==> config.mk <==
export PLATFORM = sky130hd
export DESIGN_NAME = strap_config_and_mode_select
export DESIGN_NICKNAME = d
export VERILOG_FILES = /design/src/pkg/strap_cfg_pkg.sv /design/src/core/pin_filter.sv /design/src/core/frame_match.sv /design/src/core/strap_config_and_mode_select.sv
export SDC_FILE = /design/constraint.sdc
export NUM_CORES = 1
export LEC_CHECK = 0
export CORE_ASPECT_RATIO = 2
export CORE_MARGIN = 2
export CORE_UTILIZATION = 56
export DETAILED_ROUTE_END_ITERATION = 8
export DONT_BUFFER_PORTS = 1
export GPL_ROUTABILITY_DRIVEN = 1
export GPL_TIMING_DRIVEN = 1
export PLACE_DENSITY = 0.86
export SLEW_MARGIN = 20
export SYNTH_ARGS = -nofsm -noshare
export SYNTH_HDL_FRONTEND = slang
export SYNTH_SLANG_ARGS = --single-unit
==> constraint.sdc <==
create_clock -name core_clk_i -period 2.1 [get_ports core_clk_i]
set_clock_uncertainty 0.1 [all_clocks]
set_input_delay 0.21 -clock core_clk_i [delete_from_list [all_inputs] [get_ports core_clk_i]]
set_output_delay 0.21 -clock core_clk_i [all_outputs]
set_load 0.03 [all_outputs]
==> src/pkg/strap_cfg_pkg.sv <==
// Constants, types and state records for the strap configuration and mode select block.
// Assumes one 200 MHz core clock and a synchronous active-low reset shared by all files.
//
// Overview of operation
// - Six operating modes plus development overlay.
// - Init mode at power-up and soft reset.
// - Restart asserts reset after wake or failure.
// - Stop keeps regulator on, sleep turns off.
// - Critical failures such as overtemperature enter fail-safe.
// - Development mode: watchdog failure raises interrupt only.
// - Development mode may re-enable watchdog reset.
// - Watchdog always starts with long window.
// - Thirty-two bit serial frames carry all control.
// - Test pin weakly pulled up after reset release.
// - Development latch needs init, supply, flag, reset high.
// - Low test pin plus command latches development.
// - Test pin filter restarts at one on release.
// - Uncommanded mode change out of power-up init cancels development mode.
// - Strap pulled low enables checksum, open disables.
// - Strap capture needs init/restart, supply, flag, reset low.
// - Strap filtered during delay, latched at release.
// - Frame 67aaaa0e enables the checksum.
// - Frame e7aaaac3 disables the checksum.
// - Straps at power-up, checksum also in restart.
// - Init watchdog long window starts at release.
package strap_cfg_pkg;

   ////////////////////////////////////////////////////////////////////////////////////////////
   // Timing.
   localparam int CLK_PERIOD_NS = 5;
   localparam int RESET_DELAY_TIME_NS = 10000;
   localparam int STRAP_FILTER_TIME_NS = 2000;
   localparam int DEVMODE_FILTER_TIME_NS = 2000;
   localparam int RD_CYC = (RESET_DELAY_TIME_NS + CLK_PERIOD_NS - 1) / CLK_PERIOD_NS;
   localparam int STRAP_FILT_CYC = (STRAP_FILTER_TIME_NS + CLK_PERIOD_NS - 1) / CLK_PERIOD_NS;
   localparam int DEV_FILT_CYC = (DEVMODE_FILTER_TIME_NS + CLK_PERIOD_NS - 1) / CLK_PERIOD_NS;
   localparam int CNT_W = 12;

   ////////////////////////////////////////////////////////////////////////////////////////////
   // Recovery frames and reset values.
   localparam logic [31:0] FRAME_CHK_ON = 32'h67aaaa0e;
   localparam logic [31:0] FRAME_CHK_OFF = 32'he7aaaac3;
   localparam logic FILT_RESET_VAL = 1'h1;
   localparam logic CHK_RESET_VAL = 1'h0;

   ////////////////////////////////////////////////////////////////////////////////////////////
   // Operating modes.
   typedef enum logic [2:0] {
      MODE_INIT = 3'h0,
      MODE_NORMAL = 3'h1,
      MODE_STOP = 3'h2,
      MODE_SLEEP = 3'h3,
      MODE_RESTART = 3'h4,
      MODE_FAILSAFE = 3'h5
   } mode_e;

   // State of one pin filter.
   typedef struct packed {
      logic [2:0] sync;
      logic [CNT_W-1:0] cnt;
      logic out;
   } filt_s;

   // State of the recovery frame matcher.
   typedef struct packed {
      logic on;
      logic off;
   } match_s;

   // Serial command strobes seen by the block.
   typedef struct packed {
      logic any_cmd;
      logic mode_req;
      mode_e mode_sel;
      logic soft_rst;
      logic wd_reen;
   } spi_cmd_s;

   // Failure and wake events.
   typedef struct packed {
      logic thermal_sd;
      logic wd_fail;
      logic vcc_uv;
      logic wake;
   } event_s;

   // State of the main block.
   typedef struct packed {
      mode_e mode;
      logic rst_low;
      logic [CNT_W-1:0] rd_cnt;
      logic pwrup;
      logic devmode;
      logic wd_rst_en;
      logic chk_en;
      logic intn_pu;
      logic wd_long;
      logic wd_irq;
      logic reg_en;
   } core_s;

endpackage : strap_cfg_pkg

==> src/core/pin_filter.sv <==
// Pin synchroniser and debounce filter.
// Assumes an asynchronous pin; load forces the output to its start value.
`timescale 1ns/1ps
module pin_filter #(
   parameter int CYC = 400
) (
   // Clock and reset.
   input wire logic core_clk_i,
   input wire logic reset_output_low_i,
   // Pin and control.
   input wire logic pin_i,
   input wire logic load_i,
   // Filtered level.
   output logic filt_o
);

   strap_cfg_pkg::filt_s s;
   strap_cfg_pkg::filt_s n;

   // Three stages; only the last two are compared, the first feeds the second alone.
   always_comb begin
      n = s;
      n.sync = {s.sync[1:0], pin_i};
      if (load_i) begin
         n.out = strap_cfg_pkg::FILT_RESET_VAL;
         n.cnt = '0;
      end else if (s.sync[2] == s.sync[1] && s.sync[2] != s.out) begin
         n.cnt = s.cnt + 1'b1;
         if (s.cnt == strap_cfg_pkg::CNT_W'(CYC - 1)) begin
            n.out = s.sync[2];
            n.cnt = '0;
         end
      end else begin
         n.cnt = '0;
      end
   end

   // State register.
   always_ff @(posedge core_clk_i) begin
      if (!reset_output_low_i) begin
         s <= '{sync: 3'h7, cnt: '0, out: strap_cfg_pkg::FILT_RESET_VAL};
      end else begin
         s <= n;
      end
   end

   assign filt_o = s.out;

endmodule : pin_filter

==> src/core/frame_match.sv <==
// Exact match of the two checksum recovery frames.
// Assumes frame_valid_i is a one-cycle strobe with a whole 32-bit frame.
`timescale 1ns/1ps
module frame_match (
   // Clock and reset.
   input wire logic core_clk_i,
   input wire logic reset_output_low_i,
   // Received frame.
   input wire logic frame_valid_i,
   input wire logic [31:0] frame_i,
   // Match pulses.
   output logic on_o,
   output logic off_o
);

   strap_cfg_pkg::match_s s;
   strap_cfg_pkg::match_s n;

   // Whole-word compare, independent of the checksum setting in force.
   always_comb begin
      n.on = frame_valid_i && (frame_i == strap_cfg_pkg::FRAME_CHK_ON);
      n.off = frame_valid_i && (frame_i == strap_cfg_pkg::FRAME_CHK_OFF);
   end

   // State register.
   always_ff @(posedge core_clk_i) begin
      if (!reset_output_low_i) begin
         s <= '0;
      end else begin
         s <= n;
      end
   end

   assign on_o = s.on;
   assign off_o = s.off;

endmodule : frame_match

==> src/core/strap_config_and_mode_select.sv <==
// Operating mode sequencer with hardware strap capture and checksum recovery.
// Assumes serial frames are decoded elsewhere and arrive as one-cycle strobes;
// pins are asynchronous and are filtered here.
`timescale 1ns/1ps
module strap_config_and_mode_select (
   // Clock and reset.
   input wire logic core_clk_i,
   input wire logic reset_output_low_i,
   // Pins.
   input wire logic intn_test_i,
   input wire logic pwm_in1_checksum_strap_i,
   // Supply status.
   input wire logic por_flag_i,
   input wire logic vcc_above_rt_i,
   // Events and serial commands.
   input wire strap_cfg_pkg::event_s evt_i,
   input wire strap_cfg_pkg::spi_cmd_s cmd_i,
   input wire logic frame_valid_i,
   input wire logic [31:0] frame_i,
   // Mode and reset.
   output strap_cfg_pkg::mode_e mode_o,
   output logic reset_output_low_o,
   output logic main_regulator_en_o,
   // Configuration and watchdog.
   output logic devmode_o,
   output logic checksum_en_o,
   output logic intn_pullup_en_o,
   output logic wd_long_start_o,
   output logic wd_fail_irq_o
);

   strap_cfg_pkg::core_s s;
   strap_cfg_pkg::core_s n;
   logic intn_filt;
   logic chk_filt;
   logic rel;
   logic mon;
   logic cap_ok;
   logic frm_on;
   logic frm_off;

   ////////////////////////////////////////////////////////////////////////////////////////////
   // Pin filters and frame matcher.

   // Test pin filter restarts at one when the reset output is released.
   pin_filter #(.CYC(strap_cfg_pkg::DEV_FILT_CYC)) u_intn_filt (
      .core_clk_i(core_clk_i),
      .reset_output_low_i(reset_output_low_i),
      .pin_i(intn_test_i),
      .load_i(rel),
      .filt_o(intn_filt)
   );

   // Strap filter runs continuously; restarted on entry to restart mode.
   pin_filter #(.CYC(strap_cfg_pkg::STRAP_FILT_CYC)) u_chk_filt (
      .core_clk_i(core_clk_i),
      .reset_output_low_i(reset_output_low_i),
      .pin_i(pwm_in1_checksum_strap_i),
      .load_i(n.mode == strap_cfg_pkg::MODE_RESTART && s.mode != strap_cfg_pkg::MODE_RESTART),
      .filt_o(chk_filt)
   );

   // Frames are a full 32-bit word from the serial slave.
   frame_match u_frame_match (
      .core_clk_i(core_clk_i),
      .reset_output_low_i(reset_output_low_i),
      .frame_valid_i(frame_valid_i),
      .frame_i(frame_i),
      .on_o(frm_on),
      .off_o(frm_off)
   );

   ////////////////////////////////////////////////////////////////////////////////////////////
   // Qualifiers.

   // Reset output is released at the last cycle of the delay.
   assign rel = s.rst_low && (s.mode == strap_cfg_pkg::MODE_INIT ||
                s.mode == strap_cfg_pkg::MODE_RESTART) &&
                (s.rd_cnt == strap_cfg_pkg::CNT_W'(strap_cfg_pkg::RD_CYC - 1));

   // Window in which the test pin is watched for development mode.
   assign mon = (s.mode == strap_cfg_pkg::MODE_INIT) && s.pwrup && vcc_above_rt_i &&
                por_flag_i && !s.rst_low;

   // Window in which the checksum strap may be captured.
   assign cap_ok = ((s.mode == strap_cfg_pkg::MODE_INIT && s.pwrup) ||
                   s.mode == strap_cfg_pkg::MODE_RESTART) &&
                   vcc_above_rt_i && por_flag_i && s.rst_low;

   ////////////////////////////////////////////////////////////////////////////////////////////
   // Next-state logic.
   always_comb begin
      n = s;
      n.wd_long = 1'b0;
      n.wd_irq = 1'b0;
      // Reset delay count while the reset output is held in init or restart.
      if (s.rst_low && (s.mode == strap_cfg_pkg::MODE_INIT ||
          s.mode == strap_cfg_pkg::MODE_RESTART)) begin
         n.rd_cnt = s.rd_cnt + 1'b1;
      end
      if (rel) begin
         n.rst_low = 1'b0;
         n.rd_cnt = '0;
         n.wd_long = 1'b1;
      end
      // Mode changes by wake, request and restart completion.
      case (s.mode)
         strap_cfg_pkg::MODE_INIT, strap_cfg_pkg::MODE_NORMAL, strap_cfg_pkg::MODE_STOP: begin
            if (cmd_i.mode_req && !s.rst_low &&
                (cmd_i.mode_sel == strap_cfg_pkg::MODE_NORMAL ||
                 cmd_i.mode_sel == strap_cfg_pkg::MODE_STOP ||
                 cmd_i.mode_sel == strap_cfg_pkg::MODE_SLEEP)) begin
               n.mode = cmd_i.mode_sel;
            end
         end
         strap_cfg_pkg::MODE_SLEEP, strap_cfg_pkg::MODE_FAILSAFE: begin
            if (evt_i.wake) begin
               n.mode = strap_cfg_pkg::MODE_RESTART;
               n.rst_low = 1'b1;
               n.rd_cnt = '0;
            end
         end
         strap_cfg_pkg::MODE_RESTART: begin
            if (rel) begin
               n.mode = strap_cfg_pkg::MODE_NORMAL;
            end
         end
         default: begin
            n.mode = strap_cfg_pkg::MODE_INIT;
         end
      endcase
      // Soft reset returns to init but not as a power-up.
      if (cmd_i.soft_rst) begin
         n.mode = strap_cfg_pkg::MODE_INIT;
         n.pwrup = 1'b0;
      end
      // Watchdog failure: interrupt only in development mode unless re-enabled.
      if (evt_i.wd_fail && s.mode != strap_cfg_pkg::MODE_SLEEP &&
          s.mode != strap_cfg_pkg::MODE_FAILSAFE) begin
         if (s.devmode && !s.wd_rst_en) begin
            n.wd_irq = 1'b1;
         end else begin
            n.mode = strap_cfg_pkg::MODE_RESTART;
            n.rst_low = 1'b1;
            n.rd_cnt = '0;
         end
      end
      // Supply undervoltage forces a restart outside sleep and fail-safe modes.
      if (evt_i.vcc_uv && s.mode != strap_cfg_pkg::MODE_SLEEP &&
          s.mode != strap_cfg_pkg::MODE_FAILSAFE) begin
         n.mode = strap_cfg_pkg::MODE_RESTART;
         n.rst_low = 1'b1;
         n.rd_cnt = '0;
      end
      // Critical failure wins over everything else and holds the reset output.
      if (evt_i.thermal_sd) begin
         n.mode = strap_cfg_pkg::MODE_FAILSAFE;
         n.rst_low = 1'b1;
         n.rd_cnt = '0;
      end
      // Leaving init ends the power-up episode.
      if (n.mode != strap_cfg_pkg::MODE_INIT) begin
         n.pwrup = 1'b0;
      end
      // Development mode latch on a low filtered test pin and any command.
      if (mon && cmd_i.any_cmd && !intn_filt) begin
         n.devmode = 1'b1;
      end
      if (mon && n.mode != s.mode && !cmd_i.mode_req && !cmd_i.soft_rst) begin
         n.devmode = 1'b0;
      end
      // Watchdog reset re-enable is only meaningful in development mode.
      if (!s.devmode) begin
         n.wd_rst_en = 1'b0;
      end else if (cmd_i.wd_reen) begin
         n.wd_rst_en = 1'b1;
      end
      // Strap latched at the release edge of the reset output; low pin enables.
      if (cap_ok && rel) begin
         n.chk_en = !chk_filt;
      end
      // Recovery frames override the setting; the host keeps them to normal mode.
      if (frm_on) begin
         n.chk_en = 1'b1;
      end else if (frm_off) begin
         n.chk_en = 1'b0;
      end
      n.intn_pu = !n.rst_low;
      n.reg_en = (n.mode != strap_cfg_pkg::MODE_SLEEP);
   end

   ////////////////////////////////////////////////////////////////////////////////////////////
   // State register.
   always_ff @(posedge core_clk_i) begin
      if (!reset_output_low_i) begin
         s <= '{mode: strap_cfg_pkg::MODE_INIT, rst_low: 1'b1, rd_cnt: '0, pwrup: 1'b1,
                devmode: 1'b0, wd_rst_en: 1'b0, chk_en: strap_cfg_pkg::CHK_RESET_VAL,
                intn_pu: 1'b0, wd_long: 1'b0, wd_irq: 1'b0, reg_en: 1'b1};
      end else begin
         s <= n;
      end
   end

   // Outputs straight from the state register.
   assign mode_o = s.mode;
   assign reset_output_low_o = s.rst_low;
   assign main_regulator_en_o = s.reg_en;
   assign devmode_o = s.devmode;
   assign checksum_en_o = s.chk_en;
   assign intn_pullup_en_o = s.intn_pu;
   assign wd_long_start_o = s.wd_long;
   assign wd_fail_irq_o = s.wd_irq;
endmodule : strap_config_and_mode_select

Word-level counts from Yosys, hierarchy flattened
Index checks and enable logic that the tools add are counted.
{ "word_totals": {"ff_bits": 58, "output_inout_bits": 10} }
{ "classes": {"n_addsub": 3, "n_eq_ne": 23, "mux": 19, "bitwise": 3, "n_reduce_logical": 54} }
{ "op_table": {"columns": ["cell", "n"], "rows": [
  ["$mux 16", 5],
  ["$add 12x1->12 const B", 3],
  ["$eq 32x31->1 const B", 1],
  ["$eq 32x32->1 const B", 1],
  ["$logic_and 1x1->1", 27],
  ["$mux 13", 2],
  ["$eq 12x9->1 const B", 2],
  ["$eq 12x11->1 const B", 1],
  ["$eq 3x2->1 const B", 4],
  ["$mux 12", 1],
  ["$eq 3x3->1 const B", 3],
  ["$mux 3", 3],
  ["$pmux 3 s3", 1],
  ["$reduce_and 2->1", 4],
  ["$reduce_or 2->1", 4],
  ["$reduce_or 4->1", 2],
  ["$logic_not 1->1", 7],
  ["$mux 1", 7],
  ["$eq 3x1->1 const B", 2],
  ["$ne 3x2->1 const B", 2],
  ["$ne 3x3->1 const B", 2],
  ["$reduce_bool 3->1", 2],
  ["$reduce_or 3->1", 2],
  ["$logic_or 1x1->1", 4],
  ["6 further kinds", 10]
]} }

Logic depth before layout (Yosys ltp)
{ "logic_depth": {"depth_word": 17, "depth_mapped": 8, "mapped_depth_nobuf": 7} }

Modules after synthesis
A second synthesis with hierarchy kept.
{ "hier_totals": {"cells_unflattened": 299, "hier_area_um2": 2875.3} }
{ "modules_own_cells": {"columns": ["module", "instances", "cells_per_inst", "area_each_um2"], "rows": [
  ["pin_filter", 2, 73, 732.0],
  ["strap_config_and_mode_select", 1, 136, 1261.2],
  ["frame_match", 1, 17, 150.1]
]} }

Least setup slack after synthesis
No wires, ideal clock.
{ "synth_timing": {"path_kind": "reg-to-reg", "from": "register s (netlist bit reset_output_low_o)", "to": "register u_chk_filt.s[5] in the netlist's numbering", "setup_ps": 64, "arrival_ps": 1941, "setup_slack_ps": -5, "path_stages_with_launch": 8, "n_path_buf": 1, "path_cell_list": "dfxtp_1 > nor4bb_1 > or4b_1 > o211ai_1 > o31ai_1 > a211o_1 > buf_6 > nor2_1"} }
{ "synth_via": {"elab_chain_cells": 13} }
{ "synth_rtl": {"columns": ["element", "line", "text"], "rows": [
  ["start: declaration", "strap_config_and_mode_select.sv:32", "strap_cfg_pkg::core_s s;"],
  ["start signal: assignment", "strap_config_and_mode_select.sv:196", "s <= '{mode: strap_cfg_pkg::MODE_INIT, rst_low: 1'b1, rd_cnt: '0, pwrup: 1'b1,"],
  ["start signal: assignment", "strap_config_and_mode_select.sv:200", "s <= n;"],
  ["$logic_not 1->1", "strap_config_and_mode_select.sv:109", "if (cmd_i.mode_req && !s.rst_low &&"],
  ["$logic_and 1x1->1 (2 in series)", "strap_config_and_mode_select.sv:109", null],
  ["$mux 3", "strap_config_and_mode_select.sv:109", null],
  ["$pmux 3 s3 *", "strap_config_and_mode_select.sv:107", "case (s.mode)"],
  ["$mux 3 *", "strap_config_and_mode_select.sv:133", "if (cmd_i.soft_rst) begin"],
  ["$mux 16", "strap_config_and_mode_select.sv:140", "if (s.devmode && !s.wd_rst_en) begin"],
  ["$mux 16 *", "strap_config_and_mode_select.sv:138", "if (evt_i.wd_fail && s.mode != strap_cfg_pkg::MODE_SLEEP &&"],
  ["$mux 16 *", "strap_config_and_mode_select.sv:149", "if (evt_i.vcc_uv && s.mode != strap_cfg_pkg::MODE_SLEEP &&"],
  ["$mux 16 *", "strap_config_and_mode_select.sv:156", "if (evt_i.thermal_sd) begin"],
  ["$eq 3x3->1 *", "strap_config_and_mode_select.sv:59", ".load_i(n.mode == strap_cfg_pkg::MODE_RESTART && s.mode != strap_cfg_pkg::MODE_RESTART),"],
  ["$logic_and 1x1->1 *", "strap_config_and_mode_select.sv:59", null],
  ["$reduce_or 4->1 (no source line) *", null, null],
  ["end signal: assignment", "pin_filter.sv:41", "s <= '{sync: 3'h7, cnt: '0, out: strap_cfg_pkg::FILT_RESET_VAL};"],
  ["end signal: assignment", "pin_filter.sv:43", "s <= n;"],
  ["end: declaration", "pin_filter.sv:17", "strap_cfg_pkg::filt_s s;"]
]} }
Mark *: on every way between the ends. The rest lies on a longest branch, timed or not.
A chain may end at the register's enable or synchronous reset.

Worst setup path after layout
{ "layout_timing": {"from": "register s[8] in the netlist's numbering", "to": "register u_chk_filt.s[4] in the netlist's numbering"} }
{ "layout_via": {"elab_chain_cells": 12} }
{ "layout_rtl": {"columns": ["element", "line", "text"], "rows": [
  ["$eq 12x11->1 *", "strap_config_and_mode_select.sv:79", "(s.rd_cnt == strap_cfg_pkg::CNT_W'(strap_cfg_pkg::RD_CYC - 1));"],
  ["$logic_and 1x1->1 *", "strap_config_and_mode_select.sv:78", "s.mode == strap_cfg_pkg::MODE_RESTART) &&"],
  ["$mux 3 *", "strap_config_and_mode_select.sv:124", "if (rel) begin"],
  ["$pmux 3 s3 *", "strap_config_and_mode_select.sv:107", null],
  ["$mux 3 *", "strap_config_and_mode_select.sv:133", null],
  ["$mux 16", "strap_config_and_mode_select.sv:140", null],
  ["$mux 16 *", "strap_config_and_mode_select.sv:138", null],
  ["$mux 16 *", "strap_config_and_mode_select.sv:149", null],
  ["$mux 16 *", "strap_config_and_mode_select.sv:156", null],
  ["$eq 3x3->1 *", "strap_config_and_mode_select.sv:59", null],
  ["$logic_and 1x1->1 *", "strap_config_and_mode_select.sv:59", null],
  ["$reduce_or 4->1 (no source line) *", null, null]
]} }
Marks and branches as above.

==> impl_metrics.py <==
metrics = {
    "worst_setup_path": {
        "crit_fanout": 6,
        "crit_arrival_ps": 2170,
        "critical_path_buf_inv_count": 0,
        "crit_path_top_delay_cell": "a211o_2",
        "r2r_end": "u_chk_filt.s[4]",
        "cpPeakStageDelay_ps": 420,
        "critPathKind": "reg2reg",
        "reg2reg_from": "s[8]",
        "r2r_setup_slack_ps": 90,
        "cp_cell_sequence": "ha_2 > nor4b_4 > and3_4 > and3_1 > o31ai_2 > a211o_2 > nor2_1",
        "critPathTopFamily": "simple AND/OR/NAND/NOR gates",
        "crit_path_end_kind": "register",
        "critPathRequiredTime_ps": 2270,
        "reg2reg_depth": 7,
        "startpoint_type": "register",
    },
    "grt": {
        "grt_pass1_wl_mm": 9.47,
        "grt_overflow": 0,
        "grt.total_usage_pct": 24.0,
        "grt_max_degree": 16,
        "grt_antenna_before_repair": 0,
        "grt_pass1_vias": 2311,
    },
    "clock_tree": {
        "cts.htree.levels": 3,
        "root_buffer": "clkbuf_8",
        "cts_buffers": 9,
        "worstSkewPairLatency_ps": 340,
        "clockBufferDepth": 2,
        "cts.clk_slew.worst_paths_ps": 70,
        "cts_tree": "built",
        "cts.sinks": 58,
    },
    "synth": {
        "syn_area_um2": 2690,
        "muxShareOfSynthArea_pct": 0.419,
        "synth_top_family_by_area": "simple AND/OR/NAND/NOR gates",
        "synthXorXnorAreaFrac_pct": 10.4,
        "syn_area_per_cell_um2": 8.40,
        "synth_edf_count": 0,
        "synth.distinct_cells": 46,
        "ys_warn_count": 0,
        "async_reset_ff_share_pct": 0,
        "synth_fa_ha_area_share_pct": 1.40,
        "ys.flop_type": "dfxtp_1",
        "synth_seq_cells": 58,
        "synth_compound_area_share_pct": 8.52,
        "synth_nets": 373,
        "seq_area_frac_synth_pct": 43.2,
        "syn_inst": 320,
        "synthSimpleGateAreaFrac_pct": 32.1,
    },
    "timing": {
        "tightest_slew_ps": 600,
        "relSlewSlack_pct": 59.9,
        "final.min_clock_period_ps": 2010,
        "slew_viol_final": 0,
        "period_share_pct": 95.5,
        "hold_ws_ps": 29.5,
        "finalHoldViolCount": 0,
        "setup_viol": 0,
        "clock.fmax_mhz": 498,
    },
    "route": {
        "avgViaCountPerCell": 5.91,
        "drc": 0,
        "drtIter0Drc": 74,
        "ant_nets": 0,
        "vias": 2406,
        "wl_mm": 6.14,
        "wire_per_inst_um": 15.1,
        "dr.pass1.iters": 4,
    },
    "hold_path": {
        "hold_depth": 2,
        "hold_path_class": "in2reg",
        "hold_start": "cmd_i[1]",
        "hold_end": "mode_o[1]",
    },
    "final_layout": {
        "n_antenna_cell": 0,
        "fin_util_pct": 68.8,
        "area_growth_pct": 17.7,
        "nets": 400,
        "drive_gt1_share_pct": 12.2,
    },
    "place": {
        "port_buffers": 0,
        "gp_congestion": 0.817,
        "dp_hpwl_mm": 4.26,
    },
    "floorplanning": {
        "die_h_um": 102,
        "die_width_um": 53.0,
        "ioPinCount": 60,
        "start_util_pct": 58.4,
        "num_rows": 35,
        "core-area_um2": 4600,
        "dieArea_um2": 5400,
    },
    "job": {
        "cap_viol_max_count": 0,
    },
    "power": {
        "power_leakage_nw": 1.14,
        "irDropWorstVdd_v": 0.000935,
        "p_per_area_nw_per_um2": 686,
    },
    "status": {
        "outcome": "finished clean",
    },
}
[worst reg2reg max path: stages, from the launching register on]
cell and delay, ps:
dfxtp_2 350, ha_2 190, nor4b_4 230, and3_4 220
and3_1 190, o31ai_2 100, a211o_2 420, nor2_1 130
[per-layer routing]
layer	vias to the layer above	global-route usage [%]	wire [um]
li1	1165	-	-
met1	1139	22.3	2140
met2	90	44.0	3460
met3	12	7.31	381
met4	0	13.2	163
met5	-	0	0
[cell families after synthesis]
family	count (synthesis)
AO/OA/AOI/OAI	34
XOR/XNOR	32
adder cells (fa/ha/maj)	3
buffers and inverters	22
flip-flops	58
multiplexers	1
AND/OR/NAND/NOR	170
[registers in the layout (all words and copies together) (netlist names), 2 cells and up]
name           cells
mode_o             3
u_chk_filt.n       2
u_chk_filt.s      13
u_intn_filt.n      2
u_intn_filt.s     13
s                 14
[cells in the final DEF (no fill, tap or decap), types with 3 or more instances in the layout]
master	netlist	final
nand3_1	18	18
nand2_1	26	26
xnor2_1	16	16
or4b_1	3	3
and4_1	3	3
a31oi_1	3	3
a21oi_1	11	11
clkbuf_8	0	12
dlygate4sd3_1	0	11
nand4b_1	3	3
nor2_1	61	61
dfxtp_2	0	4
buf_4	3	15
xor2_1	16	16
nand2b_1	12	12
nand4_1	9	9
nor3_1	7	7
o21ai_0	4	4
inv_1	10	10
nor4_1	5	5
dfxtp_1	58	54
and3_1	11	10
[per-stage QoR]
stage	TNS [ps]	cell area, um^2	power, W	worst slack [ps]	cells
4_1_cts	0	3100	0.00217	31.4	405
3_3_place_gp	-88.3	2800	0.00122	-12.9	378
6_report	0	3160	0.00217	93.7	407
2_1_floorplan	0	2690	0.00121	141	320
3_5_place_dp	-460	2800	0.00123	-48.2	378
5_1_grt	-115	3160	0.00225	-40.3	407
[worst max path at each step]
stage | start | end | slack (ps) | cells past startpoint
detailed placement | s[8] | u_chk_filt.s[11] | -50 | 7
global placement | s[8] | u_chk_filt.s[4] | -10 | 7
floorplan | devmode_o | u_chk_filt.s[5] | 140 | 7
finish | s[8] | u_chk_filt.s[4] | 90 | 7
global route | s[8] | u_chk_filt.s[5] | -40 | 7
CTS | mode_o[0] | u_intn_filt.s[4] | 30 | 7
[where the power goes]
part           total (W)  internal [W]  switching (W)
logic           0.000105     0.0000505      0.0000544
clock network   0.000945      0.000522       0.000423
registers        0.00112       0.00111      0.0000111
[cell usage after synthesis, drive strengths merged (2+ instances only)]
cell    number  share of area (%)
nand3b       2               0.56
dfxtp       58                 43
nand2b      12                2.8
nor4b        2               0.65
and3        11                2.6
xor2        16                5.2
o31ai        2               0.56
nor3         7                1.3
buf          7                1.8
nand2       26                3.6
and4         3               0.98
nand4b       3               0.98
a211oi       2               0.56
xnor2       16                5.2
nor4bb       2               0.74
nor2        61                8.5
nand4        9                2.1
or4b         3                1.1
o211ai       2               0.56
a21oi       11                2.0
clkbuf       4               0.56
nor4         5                1.2
a31oi        3               0.70
o21ai        5               0.93
or3          2               0.47
ha           3                1.4
nand3       18                3.4
inv         11                1.5
[cell type report]
class / count / area, um^2
multi-input cells: 241 / 1480
clock inverters: 2 / 10.0
flip-flops and latches: 58 / 1170
repair buffers: 26 / 223
clock buffers: 14 / 173
fillers: 355 / 1440
well taps: 55 / 68.8
inverters: 11 / 41.3
[repair_timing]
item,4_1_cts,5_1_grt
resized for setup,3,9
hold buffers,11,0
hold endpoints to repair,22,0
buffers inserted,0,1
pin swaps,0,1
gates cloned,0,1
setup endpoints to repair,24,26
Note: power is estimated with default switching activity, not from simulation.
